==> config.mk <==
export PLATFORM = sky130hd
export DESIGN_NAME = dcp_channel
export DESIGN_NICKNAME = d
export VERILOG_FILES = /design/src/dcp_pkg.sv /design/src/dcp_buf2.sv /design/src/dcp_channel.sv
export SDC_FILE = /design/constraint.sdc
export NUM_CORES = 1
export LEC_CHECK = 0
export BUFFER_PORTS_ARGS = -buffer_cell sky130_fd_sc_hd__buf_4
export CORE_ASPECT_RATIO = 0.75
export CORE_UTILIZATION = 55
export DETAILED_ROUTE_END_ITERATION = 8
export GPL_ROUTABILITY_DRIVEN = 0
export HOLD_SLACK_MARGIN = 0.05
export PLACE_DENSITY = 0.8
export SLEW_MARGIN = 20
export SYNTH_ARGS = -nofsm -noshare
export SYNTH_HDL_FRONTEND = slang
export SYNTH_SLANG_ARGS = --single-unit
==> constraint.sdc <==
create_clock -name clock -period 7.6 [get_ports clock]
set_input_delay 0 -clock clock [delete_from_list [all_inputs] [get_ports clock]]
set_output_delay 0 -clock clock [all_outputs]
set_load 0.005 [all_outputs]
==> src/dcp_pkg.sv <==
// Functional notes
// - Dual-address cycle steal: ignore requests until last peripheral-side transfer starts; code ignores them only for operands of more than one part.
// - Select code 11: first request internal at start, later ones external.
// - Mixed request mode keeps acknowledge and control line per configured protocol.
// - Type field: 00/01 dual-address protocols, 10/11 single-address protocols.
// - Dual-address: read source into holding store, then write destination separately.
// - Asynchronous peripheral: take bus per request, use normal strobe/acknowledge cycles.
// - E-clock peripheral: control line is enable clock, acknowledge is valid memory address.
// - E-clock read data captured on enable falling edge; outside latch holds it.
// - Single-address: select by acknowledge, address memory only, one cycle, bypass store.
// - Acknowledge-only: get bus, assert acknowledge, drive all memory control signals.
// - Memory acknowledge during acknowledge-only transfer asserts the complete strobe.
// - Peripheral-to-memory: data strobes follow acknowledge by one bus clock.
// - Master indicator on half clock before controls; controls float half clock before it.
// - Single-address: buffer direction and buffer enable stay inactive.
// - Single-address cycle lasts at least four clocks (read) or five (write).
// - Eight-bit port single-address: only one byte strobe per cycle.
// - Low address bits valid one and a half clocks at cycle start.
// - Auto or external requests chosen by the request generation select field.
package dcp_pkg;
  localparam int unsigned CLOCK_MHZ   = 250;
  localparam int unsigned BUS_HALF_NS = 8;
  localparam int unsigned HALF_CYCLES = (BUS_HALF_NS * CLOCK_MHZ + 999) / 1000;
  localparam logic [1:0] REQUEST_GENERATION_SELECT_AUTO_LIMITED = 2'h0;
  localparam logic [1:0] REQUEST_GENERATION_SELECT_AUTO_MAX     = 2'h1;
  localparam logic [1:0] REQUEST_GENERATION_SELECT_EXTERNAL     = 2'h2;
  localparam logic [1:0] REQUEST_GENERATION_SELECT_MIXED        = 2'h3;
  localparam logic [1:0] PTYPE_ASYNC   = 2'h0;
  localparam logic [1:0] PTYPE_ECLOCK  = 2'h1;
  localparam logic [1:0] PTYPE_ACK     = 2'h2;
  localparam logic [1:0] PTYPE_ACK_RDY = 2'h3;
  localparam logic [4:0] MIN_HALVES_DUAL  = 5'h08;
  localparam logic [4:0] MIN_HALVES_SA_RD = 5'h08;
  localparam logic [4:0] MIN_HALVES_SA_WR = 5'h0a;
  localparam logic [4:0] WR_STROBE_HALVES = 5'h02;
  localparam logic [4:0] ADDR_LOW_HALVES  = 5'h03;
  localparam int unsigned DATA_WIDTH = 16;
  localparam int unsigned BUF_DEPTH  = 2;
  typedef enum logic [3:0] {
    ST_IDLE, ST_ARB, ST_OWN, ST_CYC, ST_TERM, ST_REL, ST_DROP
  } dcp_state_e;
endpackage

==> src/dcp_buf2.sv <==
`timescale 1ns/10ps
`default_nettype none
module dcp_buf2
  import dcp_pkg::*;
(
  input  wire logic                  clock,
  input  wire logic                  reset,
  input  wire logic [DATA_WIDTH-1:0] in_data,
  input  wire logic                  in_valid,
  output logic                       in_ready,
  output logic [DATA_WIDTH-1:0]      out_data,
  output logic                       out_valid,
  input  wire logic                  out_ready
);
  logic [DATA_WIDTH-1:0] slot [BUF_DEPTH];
  logic                  wr_ptr;
  logic                  rd_ptr;
  logic [1:0]            count;
  wire                   push = in_valid & in_ready;
  wire                   pop  = out_valid & out_ready;

  assign in_ready  = (count != 2'h2);
  assign out_valid = (count != 2'h0);
  assign out_data  = slot[rd_ptr];

  genvar i;
  generate
    for (i = 0; i < BUF_DEPTH; i++) begin : g_slot
      always_ff @(posedge clock) begin
        if (push && wr_ptr == i[0]) begin
          slot[i] <= in_data;
        end
      end
    end
  endgenerate

  always_ff @(posedge clock) begin
    if (reset) begin
      wr_ptr <= 1'b0;
      rd_ptr <= 1'b0;
      count  <= 2'h0;
    end else begin
      if (push) wr_ptr <= ~wr_ptr;
      if (pop) rd_ptr <= ~rd_ptr;
      count <= count + {1'b0, push} - {1'b0, pop};
    end
  end
endmodule // dcp_buf2
`default_nettype wire

==> src/dcp_channel.sv <==
`timescale 1ns/10ps
`default_nettype none
module dcp_channel
  import dcp_pkg::*;
(
  input  wire logic                  clock,
  input  wire logic                  reset,
  input  wire logic                  channel_enable,
  input  wire logic [1:0]            request_generation_select,
  input  wire logic [1:0]            peripheral_type_field,
  input  wire logic                  to_peripheral,
  input  wire logic                  port_is_8bit,
  input  wire logic                  byte_odd,
  input  wire logic [1:0]            operand_parts,
  input  wire logic                  request_n,
  input  wire logic                  peripheral_control_line,
  input  wire logic                  bus_grant,
  input  wire logic                  dtack_n,
  input  wire logic [DATA_WIDTH-1:0] data_in,
  output logic                       bus_request,
  output logic                       bus_master_oe,
  output logic                       control_oe,
  output logic                       as_n,
  output logic                       uds_n,
  output logic                       lds_n,
  output logic                       rw_n,
  output logic                       address_is_peripheral,
  output logic                       addr_low_valid,
  output logic                       ack_n,
  output logic                       transfer_complete_strobe_n,
  output logic                       data_buffer_direction,
  output logic                       data_buffer_enable_n,
  output logic [DATA_WIDTH-1:0]      data_out,
  output logic                       data_oe,
  output logic                       operand_done
);
  dcp_state_e state;
  logic [1:0] div_cnt;
  logic       tick;
  logic       enable_q;
  logic       request_q;
  logic       pcl_q;
  logic       pending;
  logic       ignore_req;
  logic       phase_write;
  logic [1:0] parts_left;
  logic [4:0] half_cnt;
  logic       strobes_on;
  logic       done_seen;
  logic       vma_on;
  logic       e_rose;
  logic       single_cyc;
  logic       eclock_cyc;
  logic       dual_mode;

  wire single_mode = peripheral_type_field[1];
  wire start_pulse = channel_enable & ~enable_q;
  wire req_fall    = request_q & ~request_n;
  wire e_fall      = pcl_q & ~peripheral_control_line;
  wire e_rise      = ~pcl_q & peripheral_control_line;
  wire auto_req    = (request_generation_select == REQUEST_GENERATION_SELECT_AUTO_MAX) |
                     (request_generation_select == REQUEST_GENERATION_SELECT_AUTO_LIMITED);
  wire ext_req     = (request_generation_select == REQUEST_GENERATION_SELECT_EXTERNAL) |
                     (request_generation_select == REQUEST_GENERATION_SELECT_MIXED);
  // Peripheral side: source on reads, destination on writes
  wire periph_side = dual_mode & (to_peripheral ? phase_write : ~phase_write);
  wire cyc_write   = dual_mode ? phase_write : ~to_peripheral;
  wire [4:0] min_halves = single_cyc ? (cyc_write ? MIN_HALVES_SA_WR : MIN_HALVES_SA_RD)
                                     : MIN_HALVES_DUAL;
  wire [4:0] ds_delay   = cyc_write ? WR_STROBE_HALVES : 5'h00;
  wire take        = (state == ST_IDLE) & channel_enable & (pending | auto_req);
  wire buf_in_ready;
  wire buf_out_valid;
  wire [DATA_WIDTH-1:0] buf_out_data;
  // Back-pressure: a read waits for room, a write waits for a held word
  wire can_start   = single_mode | (phase_write ? buf_out_valid : buf_in_ready);
  wire cyc_end     = (state == ST_CYC) & tick & done_seen & (half_cnt + 5'h01 >= min_halves);
  wire push        = cyc_end & dual_mode & ~phase_write;
  wire pop         = cyc_end & dual_mode & phase_write;
  wire last_part   = (parts_left == 2'h1);
  wire more_cycles = dual_mode & ~(phase_write & last_part);
  wire own_done    = (state == ST_OWN) & tick & can_start;
  wire periph_last_start = own_done & periph_side & last_part;

  dcp_buf2 i_dcp_buf2 (
    .clock     (clock),
    .reset     (reset),
    .in_data   (data_in),
    .in_valid  (push),
    .in_ready  (buf_in_ready),
    .out_data  (buf_out_data),
    .out_valid (buf_out_valid),
    .out_ready (pop)
  );

  assign bus_request  = (state == ST_ARB);
  assign operand_done = cyc_end & ~more_cycles;

  always_ff @(posedge clock) begin
    if (reset) begin
      div_cnt   <= 2'h0;
      tick      <= 1'b0;
      enable_q  <= 1'b0;
      request_q <= 1'b1;
      pcl_q     <= 1'b0;
    end else begin
      div_cnt   <= (div_cnt == 2'(HALF_CYCLES - 1)) ? 2'h0 : div_cnt + 2'h1;
      tick      <= (div_cnt == 2'(HALF_CYCLES - 1));
      enable_q  <= channel_enable;
      request_q <= request_n;
      pcl_q     <= peripheral_control_line;
    end
  end

  // Mixed: internal first request
  // Set wins over the clear so a request on the take cycle survives
  always_ff @(posedge clock) begin
    if (reset) begin
      pending    <= 1'b0;
      ignore_req <= 1'b0;
    end else begin
      pending <= (pending & ~take & channel_enable) |
                 (start_pulse & (request_generation_select == REQUEST_GENERATION_SELECT_MIXED)) |
                 (req_fall & ext_req & ~ignore_req & channel_enable);
      if (periph_last_start) begin
        ignore_req <= 1'b0;
      end else if (take & ~single_mode & operand_parts > 2'h1) begin
        ignore_req <= 1'b1;
      end
    end
  end

  always_ff @(posedge clock) begin
    if (reset) begin
      state       <= ST_IDLE;
      phase_write <= 1'b0;
      parts_left  <= 2'h0;
      dual_mode   <= 1'b0;
      single_cyc  <= 1'b0;
      eclock_cyc  <= 1'b0;
      half_cnt    <= 5'h00;
    end else begin
      unique case (state)
        ST_IDLE: begin
          if (take) begin
            dual_mode   <= ~single_mode;
            single_cyc  <= single_mode;
            phase_write <= 1'b0;
            parts_left  <= single_mode ? 2'h1 : operand_parts;
            state       <= ST_ARB;
          end
        end
        ST_ARB: if (bus_grant) state <= ST_OWN;
        ST_OWN: begin
          if (own_done) begin
            eclock_cyc <= periph_side & (peripheral_type_field == PTYPE_ECLOCK);
            half_cnt   <= 5'h00;
            state      <= ST_CYC;
          end
        end
        ST_CYC: begin
          if (tick) half_cnt <= half_cnt + 5'h01;
          if (cyc_end) state <= ST_TERM;
        end
        ST_TERM: begin
          if (tick) begin
            if (more_cycles) begin
              if (phase_write) parts_left <= parts_left - 2'h1;
              phase_write <= ~phase_write;
              state       <= ST_OWN;
            end else begin
              state <= ST_REL;
            end
          end
        end
        ST_REL: if (tick) state <= ST_DROP;
        ST_DROP: if (tick) state <= ST_IDLE;
        default: state <= ST_IDLE;
      endcase
    end
  end

  // Bus cycle strobes and peripheral handshake
  always_ff @(posedge clock) begin
    if (reset) begin
      bus_master_oe <= 1'b0;
      control_oe    <= 1'b0;
      as_n          <= 1'b1;
      uds_n         <= 1'b1;
      lds_n         <= 1'b1;
      rw_n          <= 1'b1;
      strobes_on    <= 1'b0;
      done_seen     <= 1'b0;
      vma_on        <= 1'b0;
      e_rose        <= 1'b0;
      ack_n         <= 1'b1;
      addr_low_valid             <= 1'b0;
      transfer_complete_strobe_n <= 1'b1;
      address_is_peripheral      <= 1'b0;
      data_buffer_direction      <= 1'b0;
      data_buffer_enable_n       <= 1'b1;
      data_out      <= '0;
      data_oe       <= 1'b0;
    end else begin
      if (state == ST_ARB && bus_grant) bus_master_oe <= 1'b1;
      if (state == ST_DROP && tick) bus_master_oe <= 1'b0;
      if (own_done) begin
        control_oe     <= 1'b1;
        as_n           <= 1'b0;
        rw_n           <= ~cyc_write;
        addr_low_valid <= 1'b1;
        done_seen      <= 1'b0;
        vma_on         <= 1'b0;
        e_rose         <= 1'b0;
        strobes_on     <= 1'b0;
        address_is_peripheral <= periph_side;
        data_buffer_direction <= periph_side & ~cyc_write;
        data_buffer_enable_n  <= ~periph_side;
        if (single_mode) ack_n <= 1'b0;
        if (pop | (phase_write & dual_mode)) data_out <= buf_out_data;
        data_oe <= dual_mode & phase_write;
      end
      if (state == ST_CYC && tick && half_cnt + 5'h01 == ADDR_LOW_HALVES) addr_low_valid <= 1'b0;
      if (state == ST_CYC && !strobes_on && (half_cnt >= ds_delay)) begin
        strobes_on <= 1'b1;
        uds_n <= port_is_8bit & single_cyc & ~byte_odd;
        lds_n <= port_is_8bit & single_cyc & byte_odd;
      end
      if (state == ST_CYC && eclock_cyc && strobes_on && !done_seen) begin
        if (!vma_on && !peripheral_control_line) begin
          vma_on <= 1'b1;
          ack_n  <= 1'b0;
        end
        if (vma_on && e_rise) e_rose <= 1'b1;
        if (vma_on && e_rose && e_fall) done_seen <= 1'b1;
      end
      if (state == ST_CYC && !eclock_cyc && strobes_on && !dtack_n && !done_seen) begin
        done_seen <= 1'b1;
        if (single_cyc) transfer_complete_strobe_n <= 1'b0;
      end
      if (cyc_end) begin
        as_n       <= 1'b1;
        uds_n      <= 1'b1;
        lds_n      <= 1'b1;
        strobes_on <= 1'b0;
        ack_n      <= 1'b1;
        transfer_complete_strobe_n <= 1'b1;
        data_buffer_enable_n       <= 1'b1;
      end
      // Controls float before the indicator drops
      if (state == ST_REL && tick) begin
        control_oe            <= 1'b0;
        data_oe               <= 1'b0;
        rw_n                  <= 1'b1;
        address_is_peripheral <= 1'b0;
        data_buffer_direction <= 1'b0;
      end
    end
  end
endmodule // dcp_channel
`default_nettype wire

# Word-level counts from Yosys, hierarchy flattened
# Memories as Yosys holds them, arrays and structs flattened. A register that Yosys moved wholly into a read port is not among the register bits.
# Cells that the tools add are included.
[totals]
ff_bits = 44
ram_bits = 32
in_bits = 32
out_inout_bits = 31
elab_cells = 224
mem_count = 1
[mem_list]
columns = ["memory", "words", "word_bits", "rd", "rd_ports_with_merged_regs", "write_ports", "line", "rtl"]
rows = [
  ["i_dcp_buf2.slot", 2, 16, 1, 1, 1, "dcp_buf2.sv:15", "logic [DATA_WIDTH-1:0] slot [BUF_DEPTH];"],
]
[op_classes]
addsub = 5
order_cmp = 3
n_eq_ne = 24
n_mux = 51
bitwise = 59
reduce_logical = 47
[ops]
columns = ["operator", "n"]
rows = [
  ["$and 1x1->1", 36],
  ["$mux 1", 28],
  ["$mux 4", 7],
  ["$pmux 4 s7", 1],
  ["$ne 2x2->1 const B", 11],
  ["$logic_and 1x1->1", 20],
  ["$mux 16", 1],
  ["$mux 2", 8],
  ["$not 1->1", 16],
  ["$reduce_or 16->1", 1],
  ["$eq 4x3->1 const B", 3],
  ["$reduce_or 2->1", 6],
  ["$mux 5", 2],
  ["$pmux 5 s2", 1],
  ["$eq 2x1->1 const B", 4],
  ["$eq 4x2->1 const B", 2],
  ["$reduce_and 2->1", 4],
  ["$reduce_bool 2->1", 4],
  ["$or 1x1->1", 7],
  ["$reduce_and 7->1", 1],
  ["$logic_not 1->1", 6],
  ["$add 5x1->5 const B", 1],
  ["$eq 5x2->1 const B", 1],
  ["$ge 5x2->1", 1],
  ["other kinds (16)", 17],
]

# Depth between registers and ports, before layout
[logic_depth]
ltp_word = 14
depth_mapped = 15
mapped_depth_nobuf = 15

# Cells and area by module
# From an unflattened synthesis, not the netlist that was laid out.
[unflattened]
hier_cells = 377
hier_area_um2 = 4036.4
[modules_own_cells]
columns = ["mod", "n_inst", "cells_each", "area_each_um2", "seq_area_each_um2"]
rows = [
  ["dcp_channel", 1, 301, 2597.5, 1101.1],
  ["dcp_buf2", 1, 76, 1438.9, 1061.0],
]

# Worst setup path before layout
# Ideal clock, no wire load.
[synth_timing]
kind = "register to register"
start = "register dual_mode"
end = "register i_dcp_buf2.count[1]"
setup_time_ns = 0.128
arrival_ns = 2.611
required_time_ns = 7.472
slack_ns = 4.862
stages_incl_launch_ff = 16
n_path_buf = 0
period_less_slack_ns = 2.738
cell_sequence = "dfxtp_1 inv_1 nor2_1 a21oi_1 and2_1 ha_1 a21bo_2 o211a_1 a22oi_2 nor2_1 ha_1 inv_1 ha_1 xnor2_1 xnor2_1 nor2_1"
[synth_between]
word_cells_on_any_way = 12
classes_between = "add/sub (2); order compare (1); mux (3); bitwise (6)"
[synth_rtl]
columns = ["item", "line", "rtl"]
rows = [
  ["start, declared", "dcp_channel.sv:54", "logic dual_mode;"],
  ["start signal, assigned", "dcp_channel.sv:146", "dual_mode <= ~single_mode;"],
  ["$mux 1", "dcp_channel.sv:67", "wire cyc_write = dual_mode ? phase_write : ~to_peripheral;"],
  ["$mux 2 (2 in series)", "dcp_channel.sv:68", "wire [4:0] min_halves = single_cyc ? (cyc_write ? MIN_HALVES_SA_WR : MIN_HALVES_SA_RD)"],
  ["$ge 5x4->1", "dcp_channel.sv:77", "wire cyc_end = (state == ST_CYC) & tick & done_seen & (half_cnt + 5'h01 >= min_halves);"],
  ["$and 1x1->1", "dcp_channel.sv:77", ""],
  ["$and 1x1->1 (*) (2 in series)", "dcp_channel.sv:79", "wire pop = cyc_end & dual_mode & phase_write;"],
  ["$and 1x1->1 (*)", "dcp_buf2.sv:20", "wire pop = out_valid & out_ready;"],
  ["named net i_dcp_buf2.pop", "dcp_buf2.sv:20", ""],
  ["$sub 2x1->2 (*)", "dcp_buf2.sv:45", "count <= count + {1'b0, push} - {1'b0, pop};"],
  ["end signal, assigned", "dcp_buf2.sv:45", ""],
  ["end, declared", "dcp_buf2.sv:18", "logic [1:0] count;"],
]
# Mark *: on every way through the listed nets, which the timed path passes. The rest lies on a longest branch.
# A chain may end at the register's enable or synchronous reset.

# Final worst setup path
[layout_timing]
start = "register phase_write"
end = "register i_dcp_buf2.count[1]"
[layout_between]
word_cells_on_any_way = 13
classes_between = "add/sub (2); order compare (1); mux (3); bitwise (7)"
[layout_rtl]
columns = ["item", "line", "rtl"]
rows = [
  ["start, declared", "dcp_channel.sv:45", "logic phase_write;"],
  ["start signal, assigned", "dcp_channel.sv:169", "phase_write <= ~phase_write;"],
  ["$mux 1", "dcp_channel.sv:67", ""],
  ["$mux 2 (2 in series)", "dcp_channel.sv:68", ""],
  ["$ge 5x4->1", "dcp_channel.sv:77", ""],
  ["$and 1x1->1", "dcp_channel.sv:77", ""],
  ["$and 1x1->1", "dcp_channel.sv:79", ""],
  ["$and 1x1->1 (*)", "dcp_channel.sv:79", ""],
  ["$and 1x1->1 (*)", "dcp_buf2.sv:20", ""],
  ["named net i_dcp_buf2.pop", "dcp_buf2.sv:20", ""],
  ["$sub 2x1->2 (*)", "dcp_buf2.sv:45", ""],
]
# Marked as above.

==> run metrics <==
Crit. Startpoint phase_write$_SDFFE_PP0P_; Reg2Reg Capture Point i_dcp_buf2.count[1]$_SDFF_PP0_; Mapped Cells 356; Final Skew 0.00510 ns; syn avg cell area 11.0 um^2; CTS Buf Count 9; CP arrival 3.28 ns; Max stage delay on crit path 0.53 ns; CP Max Fanout 8; post-synth net total 396; Final Hold Violating Endpoints 0; CTS sink cnt slightly above 90; crit-path leading delay family compound AO/OA/AOI/OAI gates; Critical Path Start Type flip-flop; Hold Path Sink rw_n$_SDFFE_PP1P_; root buf cell clkbuf_8; Initial Util approximately 57%; vias in the first global route between 2000 and 3000; ant diodes 0; layout cell share with drive strength beyond 1 22.6%; critical path class reg -> reg; FF+latch count, synth 91; CTS clock-pin slew for the worst setup and hold paths 0.09 ns; port bufs 62; CP Data Required Time 7.83 ns; Post-Syn Area approximately 3900 um^2; commonest non-fill, non-tap cell in the layout buf_4; Worst Max-Slew Pin Slew 0.988 ns; All-Layer GR Usage approximately 22%; Final Instance Count excl. Fillers 544; RSZ-0062 raised after global routing false; Cell Rows 26; Worst R2R Start phase_write$_SDFFE_PP0P_; leakage power figure 1.85 nW; main flop type after synthesis dfxtp_1; average wire per standard cell 14.3 um; maximum root-to-sink buffer count 2; fin crit share 40.1%; die height 75.2 um; first-pass GRT wire length ~12000 um; r2r setup slk 4.55 ns; max-cap violation count 0; DR iter-0 viols 130; detailed placer's ending HPWL 5060 um; most frequent cells in the layout 63 x buf_4, 59 x dfxtp_1, 45 x nor2_1; post-synth cell types 54; CP cell instances nor2_1 -> a21oi_1 -> and2_1 -> ha_1 -> a21bo_2 -> o211a_1 -> a22oi_2 -> nor2_1 -> ha_1 -> inv_1 -> ha_1 -> xnor2_1 -> xnor2_1 -> nor2_1; sequential area share after synthesis 54.6%; reg2reg path depth 14; P&R area growth vs syn 25.8%; routed vias/inst between 5 and 6; Core Util, Final 71.9%; final wirelength 7790 um; Max-slew headroom 34.1%; grt ovf 0; # setup viols final 0; Vias 2908; antenna violations before repair 0; fin. max-slew vios 0; Worst Hold Class in -> reg; slowest CP cell dfxtp_1; DP Cell Count 499; largest net degree at the start of global routing 54; WP buf/inv 1; H-tree Lvls 3; nets about 480; WHS Path Cells 4; Cell Pwr Density 216 nW/um^2; I/O pins 63; asr flop ratio synth 0%; clk_lat worst skew around 0.36 ns; CP endpoint kind flip-flop; DIE AREA between 7000 and 8000 um^2; Syn. warnings 0; Die Wd 99.5 um; drt drc 0; IR drop worst, VDD about 0.00013 V; Post-synth EDFFs 32; TritonCTS clock tree built; status finished clean; min-delay src to_peripheral; Tmin final 3.05 ns; PostCTS Resize Cnt 0; TritonRoute pass-1 iters 4; setup_tns 0 ns; max frequency roughly 330 MHz; Antenna Nets Post-Route 0; core region area between 6000 and 7000 um^2
[worst min-delay path: cells and delay by family]
family	cells	cell delay (ns)
compound gates	2	0.20
buf+inv	1	0.10
simple gates	1	0.12
[state kept, by name, summed over array words and instances, names as in the netlist, 2 cells and up]
| signal | flops |
|---|---|
| div_cnt | 2 |
| half_cnt | 5 |
| i_dcp_buf2.count | 2 |
| i_dcp_buf2.slot | 32 |
| state | 3 |
| data_out | 16 |
| parts_left | 2 |
[cells in the mapped netlist (all sizes together), types with 8 or more instances]
| cell | n | share of area [%] |
|---|---|---|
| mux2i | 23 | 5.9 |
| ha | 8 | 2.6 |
| buf | 12 | 1.9 |
| a211oi | 19 | 5.3 |
| o21ai | 10 | 1.3 |
| edfxtp | 32 | 24 |
| nor3 | 9 | 1.4 |
| nand2 | 16 | 1.5 |
| nor2 | 45 | 4.3 |
| nor2b | 9 | 1.4 |
| dfxtp | 59 | 30 |
| a21oi | 20 | 2.6 |
| inv | 18 | 1.7 |
[timing repair]
action | CTS | global route
endpoints found under the hold margin | 47 | 0
buffers inserted | 0 | 0
hold buffers | 29 | 0
[power by group]
part           switching (mW)  total [mW]  internal [mW]
Sequential             0.0282       0.548          0.520
Clock                   0.175       0.362          0.188
Combinational          0.0834       0.157         0.0731
Total                   0.286        1.07          0.780
[per-layer routing]
layer  GRT usage (%)  up-vias  wire, um
met5               0        -         0
met4            6.54        0        46
met3            4.18        5       340
met2            37.4       65      3850
met1            27.9     1385      3550
li1                -     1453         -
[cells by family after synthesis]
family          after synthesis  synth area share (%)
simple gates                109                  14.1
xor+xnor                      9                  2.20
compound gates               80                  16.6
buf+inv                      36                  4.18
flops                        91                  54.6
fa+ha+maj                     8                  2.55
mux                          23                  5.87
[worst max path at each step]
stage / end / cells past startpoint
4_1_cts: i_dcp_buf2.count[1]$_SDFF_PP0_ / 14
6_report: i_dcp_buf2.count[1]$_SDFF_PP0_ / 14
3_3_place_gp: i_dcp_buf2.count[1]$_SDFF_PP0_ / 14
5_1_grt: i_dcp_buf2.count[1]$_SDFF_PP0_ / 14
2_1_floorplan: i_dcp_buf2.count[1]$_SDFF_PP0_ / 15
3_5_place_dp: i_dcp_buf2.count[1]$_SDFF_PP0_ / 14
[through the flow]
stage	power, mW	cell area (um^2)	hold slack [ns]	worst slack (ns)
global placement	0.697	4420	0.186	4.64
detailed placement	0.702	4420	0.189	4.57
CTS	1.07	4930	0.0709	4.54
global route	1.11	4930	0.146	4.24
finish	1.07	4930	0.0818	4.55
floorplan	0.658	3920	0.0989	4.86
[layout make-up]
type,instances,area [um^2]
multi-input cells,229,1620
fillers,462,1930
inverters,18,67.6
clock inverters,7,97.6
clock buffers,9,124
well taps,98,123
repair buffers,92,763
flip-flops and latches,91,2140
Note: power is estimated with default switching activity, not from simulation.
